<file path="config.mk">
export PLATFORM = sky130hd
export DESIGN_NAME = capture_sync_trigger_select
export DESIGN_NICKNAME = d
export VERILOG_FILES = /design/src/pkg/capture_sync_pkg.sv /design/src/rtl/capture_sync_trigger_select.sv
export SDC_FILE = /design/constraint.sdc
export NUM_CORES = 1
export LEC_CHECK = 0
export ABC_CLOCK_PERIOD_IN_PS = 5800
export BUFFER_PORTS_ARGS = -buffer_cell sky130_fd_sc_hd__buf_2
export CELL_PAD_IN_SITES_DETAIL_PLACEMENT = 1
export CELL_PAD_IN_SITES_GLOBAL_PLACEMENT = 1
export CORE_ASPECT_RATIO = 1.4
export CORE_MARGIN = 2
export CORE_UTILIZATION = 31
export CTS_BUF_LIST = sky130_fd_sc_hd__clkbuf_4 sky130_fd_sc_hd__clkbuf_8
export DETAILED_ROUTE_END_ITERATION = 8
export PLACE_DENSITY = 0.76
export RECOVER_POWER = 25
export SYNTH_ARGS = -nofsm -noshare
export SYNTH_HDL_FRONTEND = slang
export SYNTH_SLANG_ARGS = --single-unit
export TNS_END_PERCENT = 5
</file>
<file path="constraint.sdc">
create_clock -name core_clk -period 5.8 [get_ports core_clk]
set_input_delay 0.87 -clock core_clk [delete_from_list [all_inputs] [get_ports core_clk]]
set_output_delay 0.87 -clock core_clk [all_outputs]
set_load 0.02 [all_outputs]
</file>
<file path="src/pkg/capture_sync_pkg.sv">
// package for the capture source select and trigger gating block
// assumes a wishbone classic slave with 32-bit data, registers in low 16 bits
package capture_sync_pkg;

  // register byte offsets
  localparam logic [3:0] CTRL_TWO_OFFSET = 4'h0;
  localparam logic [3:0] TIMER_OFFSET = 4'h4;

  // field positions in capture_control_two
  localparam int CASCADE_BIT = 8;
  localparam int TRIG_MODE_BIT = 7;
  localparam int TRIG_STAT_BIT = 6;
  localparam int GAP_BIT = 5;
  localparam int SRC_LSB = 0;

  // reset values
  localparam logic [4:0] SRC_RESET = 5'h0d;
  localparam logic [15:0] TIMER_RESET = 16'h0000;

  // source select codes
  localparam logic [4:0] SRC_NONE_LO = 5'h00;
  localparam logic [4:0] SRC_COMPARE_FIRST = 5'h01;
  localparam logic [4:0] SRC_COMPARE_LAST = 5'h04;
  localparam logic [4:0] SRC_PATTERN = 5'h0a;
  localparam logic [4:0] SRC_TIMER_FIRST = 5'h0b;
  localparam logic [4:0] SRC_TIMER_LAST = 5'h0f;
  localparam logic [4:0] SRC_CAPTURE_FIRST = 5'h10;
  localparam logic [4:0] SRC_CAPTURE_LAST = 5'h13;
  localparam logic [4:0] SRC_COMP_ONE = 5'h18;
  localparam logic [4:0] SRC_COMP_THREE = 5'h1a;
  localparam logic [4:0] SRC_CONVERTER = 5'h1b;
  localparam logic [4:0] SRC_CHARGE_TIME = 5'h1c;
  localparam logic [4:0] SRC_NONE_HI = 5'h1f;

  // one-cycle event pulses from the neighbouring modules
  typedef struct packed {
    logic [3:0] compareEvt;
    logic [4:0] timerEvt;
    logic [3:0] captureEvt;
    logic [2:0] comparatorEvt;
    logic converterEvt;
    logic chargeTimeEvt;
    logic patternEvt;
  } source_events_t;

  // control fields
  typedef struct packed {
    logic cascadeSel;
    logic trigModeSel;
    logic [4:0] sourceSel;
  } ctrl_fields_t;

endpackage

</file>
<file path="src/rtl/capture_sync_trigger_select.sv">
// capture channel source select, trigger status and capture timer gating
// assumes event inputs are one-cycle pulses synchronous to core_clk
//
// Overview of operation
// - status reads 1 while timer triggered and running
// - in trigger mode a source event sets status; software reads/sets/clears
// - bit five reads zero, writes ignored
// - codes 00000 and 11111 mean no source
// - 11100 charge-time, 11011 converter, 11010-11000 comparators
// - 10000-10011 select capture channels one to four
// - 01011-01111 timers one-five; 01101 is reset default
// - 00001-00100 select compare channels one to four
// - 01010 selects this channel's pattern trigger output
// - trigger mode starts timer; else synchronizes it
// - cascade set on both channels of the pair: pair forms one 32-bit capture
`timescale 1ns/10ps
module capture_sync_trigger_select
  import capture_sync_pkg::*;
#(
  parameter int TIMER_WIDTH = 16
) (
  // clock and reset
  input wire logic core_clk,
  input wire logic reset_n,
  // wishbone classic slave
  input wire logic wb_cyc_i,
  input wire logic wb_stb_i,
  input wire logic wb_we_i,
  input wire logic [3:0] wb_adr_i,
  input wire logic [3:0] wb_sel_i,
  input wire logic [31:0] wb_dat_i,
  output logic [31:0] wb_dat_o,
  output logic wb_ack_o,
  output logic wb_err_o,
  // neighbouring module events
  input wire source_events_t srcEvents,
  // partner channel of the odd/even pair
  input wire logic partnerCascadeSel,
  input wire logic partnerCarry,
  // block outputs
  output logic timerRunning,
  output logic sourceEvent,
  output logic [TIMER_WIDTH-1:0] captureTimer,
  output logic carryOut,
  output logic cascadeActive
);

  // selected source event for a given code; unlisted codes give nothing
  // the index is cut to the width of each event group, the range test keeps it in bounds
  function automatic logic pick_source(input logic [4:0] code, input source_events_t ev);
    logic hit;
    hit = 1'b0;
    if (code >= SRC_COMPARE_FIRST && code <= SRC_COMPARE_LAST) begin
      hit = ev.compareEvt[2'(code - SRC_COMPARE_FIRST)];
    end else if (code == SRC_PATTERN) begin
      hit = ev.patternEvt;
    end else if (code >= SRC_TIMER_FIRST && code <= SRC_TIMER_LAST) begin
      hit = ev.timerEvt[3'(code - SRC_TIMER_FIRST)];
    end else if (code >= SRC_CAPTURE_FIRST && code <= SRC_CAPTURE_LAST) begin
      hit = ev.captureEvt[2'(code - SRC_CAPTURE_FIRST)]; // own index is software's job
    end else if (code >= SRC_COMP_ONE && code <= SRC_COMP_THREE) begin
      hit = ev.comparatorEvt[2'(code - SRC_COMP_ONE)];
    end else if (code == SRC_CONVERTER) begin
      hit = ev.converterEvt;
    end else if (code == SRC_CHARGE_TIME) begin
      hit = ev.chargeTimeEvt; // used in trigger mode by software
    end
    return hit; // 00000, 11111 and reserved stay quiet
  endfunction

  // register state
  ctrl_fields_t ctrl_reg, ctrl_next;
  logic trigger_status_reg, trigger_status_next;
  logic [TIMER_WIDTH-1:0] timer_reg, timer_next;
  logic ack_reg, ack_next;
  logic err_reg, err_next;
  logic [31:0] rdata_reg, rdata_next;
  logic evt_reg, evt_next;
  logic carry_reg, carry_next;
  logic casc_reg, casc_next;

  logic busReq;
  logic wrCtrl;
  logic wrTimer;
  logic evtNow;
  logic cascOn;
  logic [15:0] ctrlView;

  // a standing ack or err blocks a second take of the same held request
  assign busReq = wb_cyc_i && wb_stb_i && !ack_reg && !err_reg;
  assign wrCtrl = busReq && wb_we_i && wb_adr_i == CTRL_TWO_OFFSET;
  assign wrTimer = busReq && wb_we_i && wb_adr_i == TIMER_OFFSET;
  assign evtNow = pick_source(ctrl_reg.sourceSel, srcEvents);
  assign cascOn = ctrl_reg.cascadeSel && partnerCascadeSel;

  // register view, bit five and upper bits always zero
  always_comb begin
    ctrlView = 16'h0000;
    ctrlView[CASCADE_BIT] = ctrl_reg.cascadeSel;
    ctrlView[TRIG_MODE_BIT] = ctrl_reg.trigModeSel;
    ctrlView[TRIG_STAT_BIT] = trigger_status_reg;
    ctrlView[GAP_BIT] = 1'b0;
    ctrlView[SRC_LSB +: 5] = ctrl_reg.sourceSel;
  end

  // bus slave: one-cycle answer, err on unmapped address
  always_comb begin
    ack_next = 1'b0;
    err_next = 1'b0;
    rdata_next = 32'h0000_0000;
    if (busReq) begin
      if (wb_adr_i == CTRL_TWO_OFFSET) begin
        ack_next = 1'b1;
        rdata_next = {16'h0000, ctrlView};
      end else if (wb_adr_i == TIMER_OFFSET) begin
        ack_next = 1'b1;
        rdata_next = {16'h0000, 16'(timer_reg)};
      end else begin
        err_next = 1'b1;
      end
    end
  end

  // control fields, byte lanes honoured, bit five has no storage
  always_comb begin
    ctrl_next = ctrl_reg;
    if (wrCtrl && wb_sel_i[1]) begin
      ctrl_next.cascadeSel = wb_dat_i[CASCADE_BIT];
    end
    if (wrCtrl && wb_sel_i[0]) begin
      ctrl_next.trigModeSel = wb_dat_i[TRIG_MODE_BIT];
      ctrl_next.sourceSel = wb_dat_i[SRC_LSB +: 5];
    end
  end

  // trigger status: a source event in trigger mode wins over a software clear
  always_comb begin
    trigger_status_next = trigger_status_reg;
    if (wrCtrl && wb_sel_i[0]) begin
      trigger_status_next = wb_dat_i[TRIG_STAT_BIT];
    end
    if (evtNow && ctrl_reg.trigModeSel) begin
      trigger_status_next = 1'b1;
    end
  end

  // capture timer; in cascade the upper half counts on partner carry
  // a timer write wins over everything so software can preload even a running timer
  always_comb begin
    timer_next = timer_reg;
    carry_next = 1'b0;
    if (ctrl_reg.trigModeSel && !trigger_status_reg) begin
      timer_next = '0; // held clear until triggered
    end else if (!ctrl_reg.trigModeSel && evtNow) begin
      timer_next = '0; // sync restarts, keeps counting after
    end else if (!cascOn || partnerCarry) begin
      timer_next = timer_reg + TIMER_WIDTH'(1);
      carry_next = &timer_reg;
    end
    if (wrTimer) begin
      timer_next = TIMER_WIDTH'(wb_dat_i[15:0]);
    end
    evt_next = evtNow;
    casc_next = cascOn;
  end

  // all state registers
  // reset loads constants only, so the async branch never depends on live logic
  always_ff @(posedge core_clk or negedge reset_n) begin
    if (!reset_n) begin
      ctrl_reg <= '{cascadeSel: 1'b0, trigModeSel: 1'b0, sourceSel: SRC_RESET};
      trigger_status_reg <= 1'b0;
      timer_reg <= TIMER_WIDTH'(TIMER_RESET);
      ack_reg <= 1'b0;
      err_reg <= 1'b0;
      rdata_reg <= 32'h0000_0000;
      evt_reg <= 1'b0;
      carry_reg <= 1'b0;
      casc_reg <= 1'b0;
    end else begin
      ctrl_reg <= ctrl_next;
      trigger_status_reg <= trigger_status_next;
      timer_reg <= timer_next;
      ack_reg <= ack_next;
      err_reg <= err_next;
      rdata_reg <= rdata_next;
      evt_reg <= evt_next;
      carry_reg <= carry_next;
      casc_reg <= casc_next;
    end
  end

  // every output comes straight from a register
  assign wb_dat_o = rdata_reg;
  assign wb_ack_o = ack_reg;
  assign wb_err_o = err_reg;
  assign timerRunning = trigger_status_reg;
  assign sourceEvent = evt_reg;
  assign captureTimer = timer_reg;
  assign carryOut = carry_reg;
  assign cascadeActive = casc_reg;
endmodule

</file>
Yosys cells after proc, flatten, opt, wreduce, memory -nomap -nowiden
Cells that the tools add are included.

word-level totals
  bits in registers = 61
  bits in latches = 0
  bits in writable memories = 0
  bits in read-only memories = 0
  bits of input ports = 66
  output and inout port bits = 54
  memories kept = 0

cells by class
  add/subtract/negate cells = 5
  multiply operators = 0
  divide/modulo/power cells = 0
  order comparisons = 12
  equality and inequality tests = 4
  shift operators = 0
  multiplexer cells = 33
  bitwise gates (word level) = 0
  reductions and logical operators = 26

operator list
  kind                   count
  $mux 16                7
  $mux 1                 22
  $add 16x1->16 const B  1
  $logic_and 1x1->1      16
  $reduce_and 16->1      1
  $eq 5x5->1 const B     2
  $ge 5x5->1 const B     2
  $le 5x5->1 const B     2
  $lt 2x3->1 const B     3
  $bmux 1 s2             3
  $sub 2x1->2 const B    3
  $eq 5x4->1 const B     1
  $ge 5x1->1 const B     1
  $ge 5x4->1 const B     1
  $le 5x3->1 const B     1
  $le 5x4->1 const B     1
  $logic_not 1->1        5
  $eq 4x3->1 const B     1
  $logic_not 4->1        1
  $lt 3x4->1 const B     1
  $reduce_bool 4->1      1
  $bmux 1 s3             1
  $sub 3x2->3 const B    1
  $reduce_bool 2->1      1
  $logic_or 1x1->1       1

Depth between registers and ports, before layout
Gate-level depths: netlist of run 1.

  depth after elaboration = 12
  gate-level depth with buffers = 10
  depth with buffers taken out = 8

Least setup slack after synthesis of run 1
No wires, ideal clock.

  path type = register to register
  start point = register ctrl_reg (netlist bit ctrlView[0])
  end point = register timer_reg[7] (netlist: captureTimer[7])
  data arrival time = 2.800 ns
  data required time = 5.724 ns
  slack = 2.923 ns
  cell stages (with the launch flop) = 11
  path buffers = 2
  period minus slack after synthesis = 2.877 ns
  cell sequence = dfstp_2 -> buf_2 -> inv_1 -> ha_1 -> mux2_2 -> and3_1 -> o41ai_2 -> a21oi_2 -> or3_1 -> buf_2 -> o21ai_1

between the ends
  longest elaborated chain between the ends = 12
  elaborated cells on any way between the ends = 39

ends and longest elaborated chain
  item                                              line                                                                                                     source
  from (decl)                                       capture_sync_trigger_select.sv:72                                                                        ctrl_fields_t ctrl_reg, ctrl_next;
  from (signal assigned)                            capture_sync_trigger_select.sv:171                                                                       ctrl_reg <= '{cascadeSel: 1'b0, trigModeSel: 1'b0, sourceSel: SRC_RESET};
  from (signal assigned)                            capture_sync_trigger_select.sv:181                                                                       ctrl_reg <= ctrl_next;
  $sub 2x1->2 / $eq 5x5->1 (equally long branches)  capture_sync_trigger_select.sv:60, capture_sync_trigger_select.sv:62, capture_sync_trigger_select.sv:65
  $bmux 1 s2 / $mux 1 (equally long branches)       capture_sync_trigger_select.sv:62, capture_sync_trigger_select.sv:65
  $mux 1 (on tied branches)                         capture_sync_trigger_select.sv:62, capture_sync_trigger_select.sv:63
  $mux 1                                            capture_sync_trigger_select.sv:61                                                                        end else if (code >= SRC_COMP_ONE && code <= SRC_COMP_THREE) begin
  $mux 1                                            capture_sync_trigger_select.sv:59                                                                        end else if (code >= SRC_CAPTURE_FIRST && code <= SRC_CAPTURE_LAST) begin
  $mux 1                                            capture_sync_trigger_select.sv:57                                                                        end else if (code >= SRC_TIMER_FIRST && code <= SRC_TIMER_LAST) begin
  $mux 1                                            capture_sync_trigger_select.sv:55                                                                        end else if (code == SRC_PATTERN) begin
  $mux 1 (*)                                        capture_sync_trigger_select.sv:53                                                                        if (code >= SRC_COMPARE_FIRST && code <= SRC_COMPARE_LAST) begin
  $logic_and 1x1->1 (*)                             capture_sync_trigger_select.sv:154                                                                       end else if (!ctrl_reg.trigModeSel && evtNow) begin
  $mux 16                                           capture_sync_trigger_select.sv:154
  $mux 16                                           capture_sync_trigger_select.sv:152                                                                       if (ctrl_reg.trigModeSel && !trigger_status_reg) begin
  $mux 16                                           capture_sync_trigger_select.sv:160                                                                       if (wrTimer) begin
  to (signal assigned)                              capture_sync_trigger_select.sv:173                                                                       timer_reg <= TIMER_WIDTH'(TIMER_RESET);
  to (signal assigned)                              capture_sync_trigger_select.sv:183                                                                       timer_reg <= timer_next;
  to (decl)                                         capture_sync_trigger_select.sv:74                                                                        logic [TIMER_WIDTH-1:0] timer_reg, timer_next;

Every way passes the cells marked *; elsewhere a longest branch is shown, timed or not. The select of a mux whose other input is x is not followed.
A chain may end at the register's enable or synchronous reset.

Final worst setup path of run 1
  start point = register ctrl_reg (netlist bit ctrlView[0])
  end point = register timer_reg[13] (netlist: captureTimer[13])

Same word-level chain as after synthesis.

==> impl_metrics.tcl, run 1 <==
set metrics [dict create \
    outcome "finished, violations left" \
    violations "max-capacitance violations, max-slew violations" \
    wl_per_cell_um 15.6 \
    placedCellCount 433 \
    dieHeight_um 112 \
    p_leak_nw 1.57 \
    routed_wirelength_mm 6.87 \
    drive_gt1_share_pct 32.4 \
    grtUsageTotal_pct 15.6 \
    synth_commonest_cells "dfrtp_1, nand2_1, nor2_1, buf_4, and3_1" \
    htreeDepth 2 \
    synth.top_cells.by_area "dfrtp_1, buf_4, mux2i_1, nand2_1, mux2_2" \
    synth-async-reset-ratio_pct 100 \
    path_clk_slew_ps 80 \
    peakVddDrop_mv 0.110 \
    maxCapViolCount 1 \
    drtPass1Iterations 4 \
    clockBufferDepth 2 \
    cp.required_ps 6030 \
    setup_slack_ps 2580 \
    slowest_delay_ps 710 \
    fin_nets 409 \
    rsz0062_at_grt "false" \
    port_buffers 85 \
    grt-ovfl-total 0 \
    gp_congestion 0.838 \
    hpwl_mm 5.34 \
    timing_hold_violations_final 0 \
    drt_iter0_markers 133 \
    floorplan.initialDensity_pct 31.7 \
    crit_path_max_fanout 13 \
    ys.flop_type "dfrtp_1" \
    drtAntennaViolNets 0 \
    fmax_mhz 311 \
    syn_inst 260 \
    grt_pass1_wl_mm 10.9 \
    cts_resized 0 \
    numCtsBuffers 5 \
    synth_top_area_share_pct 40.6 \
    grt_pass1_vias 2233 \
    ys_warn_count 0 \
    synthToLayoutAreaGrowth_pct 21.0 \
    die_w_um 81.2 \
    insertedDiodeCount 0 \
    setup_viol 0 \
    cp-start-kind "flip-flop" \
    avgSynthCellArea_um2 9.95 \
    cts-hold-fix-buffers 0 \
    ys_types 50 \
    min_period_over_period_pct 55.5 \
    crit_family "simple AND/OR/NAND/NOR gates" \
    synth_edf_count 0 \
    path_cells "inv_1 > ha_1 > mux2_2 > and3_1 > o41ai_2 > a21oi_2 > or3_1 > o21ai_1" \
    worstSetupPathType "reg -> reg" \
    final_util_pct 38.4 \
    end_kind "flip-flop" \
    min_period_ps 3220 \
    synth-seq-cells 45 \
    vias 2228 \
    synth_top_area_cell "dfrtp_1" \
    cts_tree "yes" \
    worst_pin_slew_ps 2370 \
    post_cts_buffers 0 \
    synth.most_common_cell "dfrtp_1" \
    insertion_delay_ps 310 \
    cts-root-buf "clkbuf_8" \
    viasPerCell 5.05 \
    layout.cells.non_filler 441 \
    clock_skew_ps 3.16 \
    drv_slew 46 \
    crit_arrival_ps 3450 \
    critical_path.slowest_cell "dfstp_2" \
    ys_seq_area_share_pct 43.7 \
    critPathBufInv 1 \
    dp_slack_ps 2260 \
    cts_sinks 45 \
    rows 39 \
    setup-tns-final_ps 0 \
    power_density_nw_per_um2 277 \
    antenna_found_initial 0 \
    mappedNetlistArea_um2 2590 \
    fp.coreArea_um2 8150 \
    grt_max_degree 46 \
    slew_headroom_pct -58.1 \
    dieArea_um2 9100 \
    drc 0 \
    hold_class "reg -> reg" \
    ioPinCount 120 \
]
power breakdown:
part	total (mW)	switching [mW]	internal (mW)
Combinational	0.225	0.133	0.0921
Sequential	0.394	0.0486	0.345
Clock	0.250	0.105	0.145
cells by family after synthesis:
logic type               count (synthesis)  share of synthesized area, %
adder cells (fa/ha/maj)                  5                          2.42
AND/OR/NAND/NOR                        106                          21.5
XOR/XNOR                                10                          3.39
other                                    1                         0.145
multiplexers                            22                          9.92
flip-flops                              45                          43.7
AO/OA/AOI/OAI                           36                          10.9
buffers and inverters                   35                          7.98
worst register-to-register path, stage by stage (launching register included):
cell	delay (ps)
dfstp_2	710
inv_1	150
ha_1	380
mux2_2	350
and3_1	190
o41ai_2	340
a21oi_2	160
or3_1	630
o21ai_1	220
state kept, by name, summed over array words and instances, names as in the netlist:
register and count:
cascadeActive 1, sourceEvent 1, wb_dat_o 16, carryOut 1, captureTimer 16, wb_err_o 1, timerRunning 1, wb_ack_o 1
ctrlView 7
routing by layer:
layer / GRT usage (%) / part of all wire (%)
met5: 0 / 0
met4: 6.10 / 1.9
met1: 17.2 / 38
met2: 28.5 / 54
met3: 3.22 / 5.7
final timing paths:
kind / from / endpoint / slack, ps / cells past startpoint
max in group asynchronous: reset_n / ctrlView[7] / 3170 / 1
max: ctrlView[0] / captureTimer[13] / 2580 / 8
min reg2reg: ctrlView[8] / ctrlView[8] / 530 / 1
min in group asynchronous: reset_n / captureTimer[12] / 1270 / 1
min: ctrlView[8] / ctrlView[8] / 530 / 1
max reg2reg: ctrlView[0] / captureTimer[13] / 2580 / 8
cells in the final DEF (no fill, tap or decap), drive strengths merged, types with 6 or more instances in the layout:
master,synthesis,layout
and3,14,14
xor2,6,6
mux2,9,9
dfrtp,42,42
nor3,6,6
buf,23,84
nand2,28,28
conb,1,16
clkbuf,6,8
o21ai,13,13
mux2i,11,11
nor2,21,21
inv,6,6
through the flow:
| step | hold WS [ps] | power (mW) | area, µm² |
|---|---|---|---|
| after floorplan | 493 | 0.550 | 2640 |
| after global placement | 507 | 0.616 | 3010 |
| after detailed placement | 514 | 0.624 | 3010 |
| after CTS | 537 | 0.880 | 3130 |
| after global routing | 555 | 0.917 | 3130 |
| final | 532 | 0.868 | 3130 |
area by class of cell:
cell class	instances	area, µm²
sequential	45	1130
multi-input combinational	195	1310
timing repair buffer	85	424
fill	978	5020
clock inverter	1	30.0
tap	102	128
inverter	6	22.5
clock buffer	7	90.1
No activity file was read; power rests on OpenSTA's default activity.
==> inputs of run 2 (changes only) <==
--- a/config.mk
+++ b/config.mk
@@ -5,7 +5,8 @@
 export SDC_FILE = /design/constraint.sdc
 export NUM_CORES = 1
 export LEC_CHECK = 0
-export ABC_CLOCK_PERIOD_IN_PS = 5800
+export ABC_AREA = 1
+export ABC_CLOCK_PERIOD_IN_PS = 2890
 export BUFFER_PORTS_ARGS = -buffer_cell sky130_fd_sc_hd__buf_2
 export CELL_PAD_IN_SITES_DETAIL_PLACEMENT = 1
 export CELL_PAD_IN_SITES_GLOBAL_PLACEMENT = 1
@@ -14,7 +15,7 @@
 export CORE_UTILIZATION = 31
 export CTS_BUF_LIST = sky130_fd_sc_hd__clkbuf_4 sky130_fd_sc_hd__clkbuf_8
 export DETAILED_ROUTE_END_ITERATION = 8
-export PLACE_DENSITY = 0.76
+export PLACE_DENSITY = 0.81
 export RECOVER_POWER = 25
 export SYNTH_ARGS = -nofsm -noshare
 export SYNTH_HDL_FRONTEND = slang
==> constraint.sdc (replaced) <==
create_clock -name core_clk -period 2.89 [get_ports core_clk]
set_input_delay 0.4335 -clock core_clk [delete_from_list [all_inputs] [get_ports core_clk]]
set_output_delay 0.4335 -clock core_clk [all_outputs]
set_load 0.02 [all_outputs]
==> impl_metrics.tcl, run 2 <==
set metrics [dict create \
    hpwl_mm 6.65 \
    final_util_pct 38.9 \
    critPathBufInv 3 \
    fmax_mhz 401 \
    cts-root-buf "clkbuf_8" \
    critical_path.slowest_cell "dfrtp_1" \
    rows 40 \
    wl_per_cell_um 14.7 \
    crit_cells 14 \
    grtUsageTotal_pct 17.8 \
    ys.flop_type "dfrtp_1" \
    slew_headroom_pct -61.1 \
    cp.required_ps 3080 \
    grt-ovfl-total 0 \
    synth_xor_area_share_pct 2.21 \
    layout.cells.non_filler 571 \
    rsz0062_at_grt "false" \
    ff2ff_path_depth 14 \
    cts_resized 0 \
    synth-seq-cells 45 \
    synthSimpleGateAreaFrac_pct 33.3 \
    fin_nets 536 \
    crit_family "simple AND/OR/NAND/NOR gates" \
    synth_top_area_cell "dfrtp_1" \
    path_clk_slew_ps 90 \
    synthToLayoutAreaGrowth_pct 20.9 \
    dieArea_um2 9710 \
    grt_pass1_vias 2862 \
    htreeDepth 2 \
    clock_skew_ps 10.7 \
    syn_inst 380 \
    cts_tree "yes" \
    hold_class "in -> reg" \
    gp_congestion 0.833 \
    crit_arrival_ps 2690 \
    grt_pass1_wl_mm 13.7 \
    outcome "finished, violations left" \
    end_kind "flip-flop" \
    drtAntennaViolNets 0 \
    synth_edf_count 0 \
    synth_top_family_by_area "simple AND/OR/NAND/NOR gates" \
    path_cells "inv_2 > ha_1 > inv_1 > nand3_1 > nor2_1 > nor2_1 > a21oi_2 > nand2_1 > nand2_2 > nand3_4 > nand2_8 > inv_4 > nand2_1 > nand2_1" \
    synth.area.mux_share_pct 0.362 \
    setup_slack_ps 396 \
    ys_warn_count 0 \
    drtPass1Iterations 4 \
    synth-async-reset-ratio_pct 100 \
    worst_pin_slew_ps 2420 \
    power_density_nw_per_um2 551 \
    cts_sinks 45 \
    drive_gt1_share_pct 24.9 \
    cts-hold-fix-buffers 0 \
    cpMostUsedCell "nand2_1" \
    routed_wirelength_mm 8.40 \
    final_area_um2 3350 \
    layout_commonest_cell "nand2_1" \
    dp_slack_ps 374 \
    port_buffers 85 \
    clockBufferDepth 2 \
    synth.most_common_cell "nand2_1" \
    ys_types 37 \
    crit_path_max_fanout 18 \
    synth-compound-area-share_pct 7.77 \
    setup-tns-final_ps 0 \
    ys_seq_area_share_pct 40.8 \
    drv_slew 46 \
    p_leak_nw 1.91 \
    synth_commonest_cells "nand2_1, dfrtp_1, nor2_1, inv_1, nand3_1" \
    floorplan.initialDensity_pct 32.2 \
    synth-adder-area-share_pct 2.26 \
    insertion_delay_ps 310 \
    avgSynthCellArea_um2 7.29 \
    dieHeight_um 116 \
    drt_iter0_markers 99 \
    die_w_um 83.9 \
    setup_viol 0 \
    min_period_ps 2490 \
    insertedDiodeCount 0 \
    timing_hold_violations_final 0 \
    fp.coreArea_um2 8610 \
    maxCapViolCount 1 \
    hold_depth 3 \
    total_power_mw 1.84 \
    worstSetupPathType "reg -> reg" \
    peakVddDrop_mv 0.187 \
    numCtsBuffers 5 \
    mappedNetlistArea_um2 2770 \
    min_period_over_period_pct 86.3 \
    cp-start-kind "flip-flop" \
    ioPinCount 120 \
    grt_max_degree 46 \
    hold_slack_ps 331 \
    synth.top_cells.by_area "dfrtp_1, nand2_1, nor2_1, inv_1, nand3_1" \
    placed_area_um2 3220 \
    placedCellCount 563 \
    post_cts_buffers 0 \
    final_cell_mix "nand2_1, buf_2, nor2_1, dfrtp_1, inv_1" \
    slowest_delay_ps 510 \
    antenna_found_initial 0 \
    drc 0 \
    vias 2731 \
    violations "max-capacitance violations, max-slew violations" \
    synth_top_area_share_pct 38.0 \
    viasPerCell 4.78 \
]
## run 2: cell count changes after synthesis, moves of 6 or more
cell     before  now
nand2_1      28  120
inv_1         6   41
nand3_1       4   26
nor2_1       21   42
a21oi_1       1   14
and3_1       14    1
o21ai_1      11    0
mux2i_1      11    1
mux2_2        9    0
o21ai_0       2   11
inv_2         0    6
## run 2: tightest hold or removal path, stage by stage
cell	delay [ps]
buf_2	80
nand2_1	50
inv_1	50
## run 2: cells by family after synthesis
family / after synthesis
adders and majority gates: 5
muxes: 1
AOI/OAI and AO/OA: 36
and+or+nand+nor: 213
buffers and inverters: 72
DFF: 45
other: 1
xor gates and xnor gates: 7
## run 2: final timing paths
path,from,endpoint,slack (ps)
worst max-delay path,ctrlView[1],captureTimer[3],400
worst min-delay path,partnerCascadeSel,cascadeActive,330
worst max register to register,ctrlView[1],captureTimer[3],400
worst min register to register,ctrlView[7],timerRunning,480
max in group asynchronous,reset_n,ctrlView[1],650
min in group asynchronous,reset_n,cascadeActive,850
## run 2: cell type report
type	instances	area (µm²)
clock buffers	5	68.8
fillers	1138	5260
well taps	105	131
flip-flops and latches	45	1130
repair buffers	87	439
multi-input cells	278	1330
clock inverters	3	65.1
inverters	48	183
## run 2: power breakdown
part | switching (mW) | total [mW] | internal (mW)
Combinational | 0.341 | 0.511 | 0.170
Clock | 0.221 | 0.565 | 0.344
Sequential | 0.0808 | 0.769 | 0.688
## run 2: metal layers
metal | vias up | part of all wire [%] | global-route usage [%]
met2 | 69 | 57 | 35.7
met4 | 0 | 2.3 | 6.99
met1 | 1317 | 37 | 18.2
li1 | 1331 | - | -
met3 | 14 | 3.7 | 2.71
met5 | - | 0 | 0
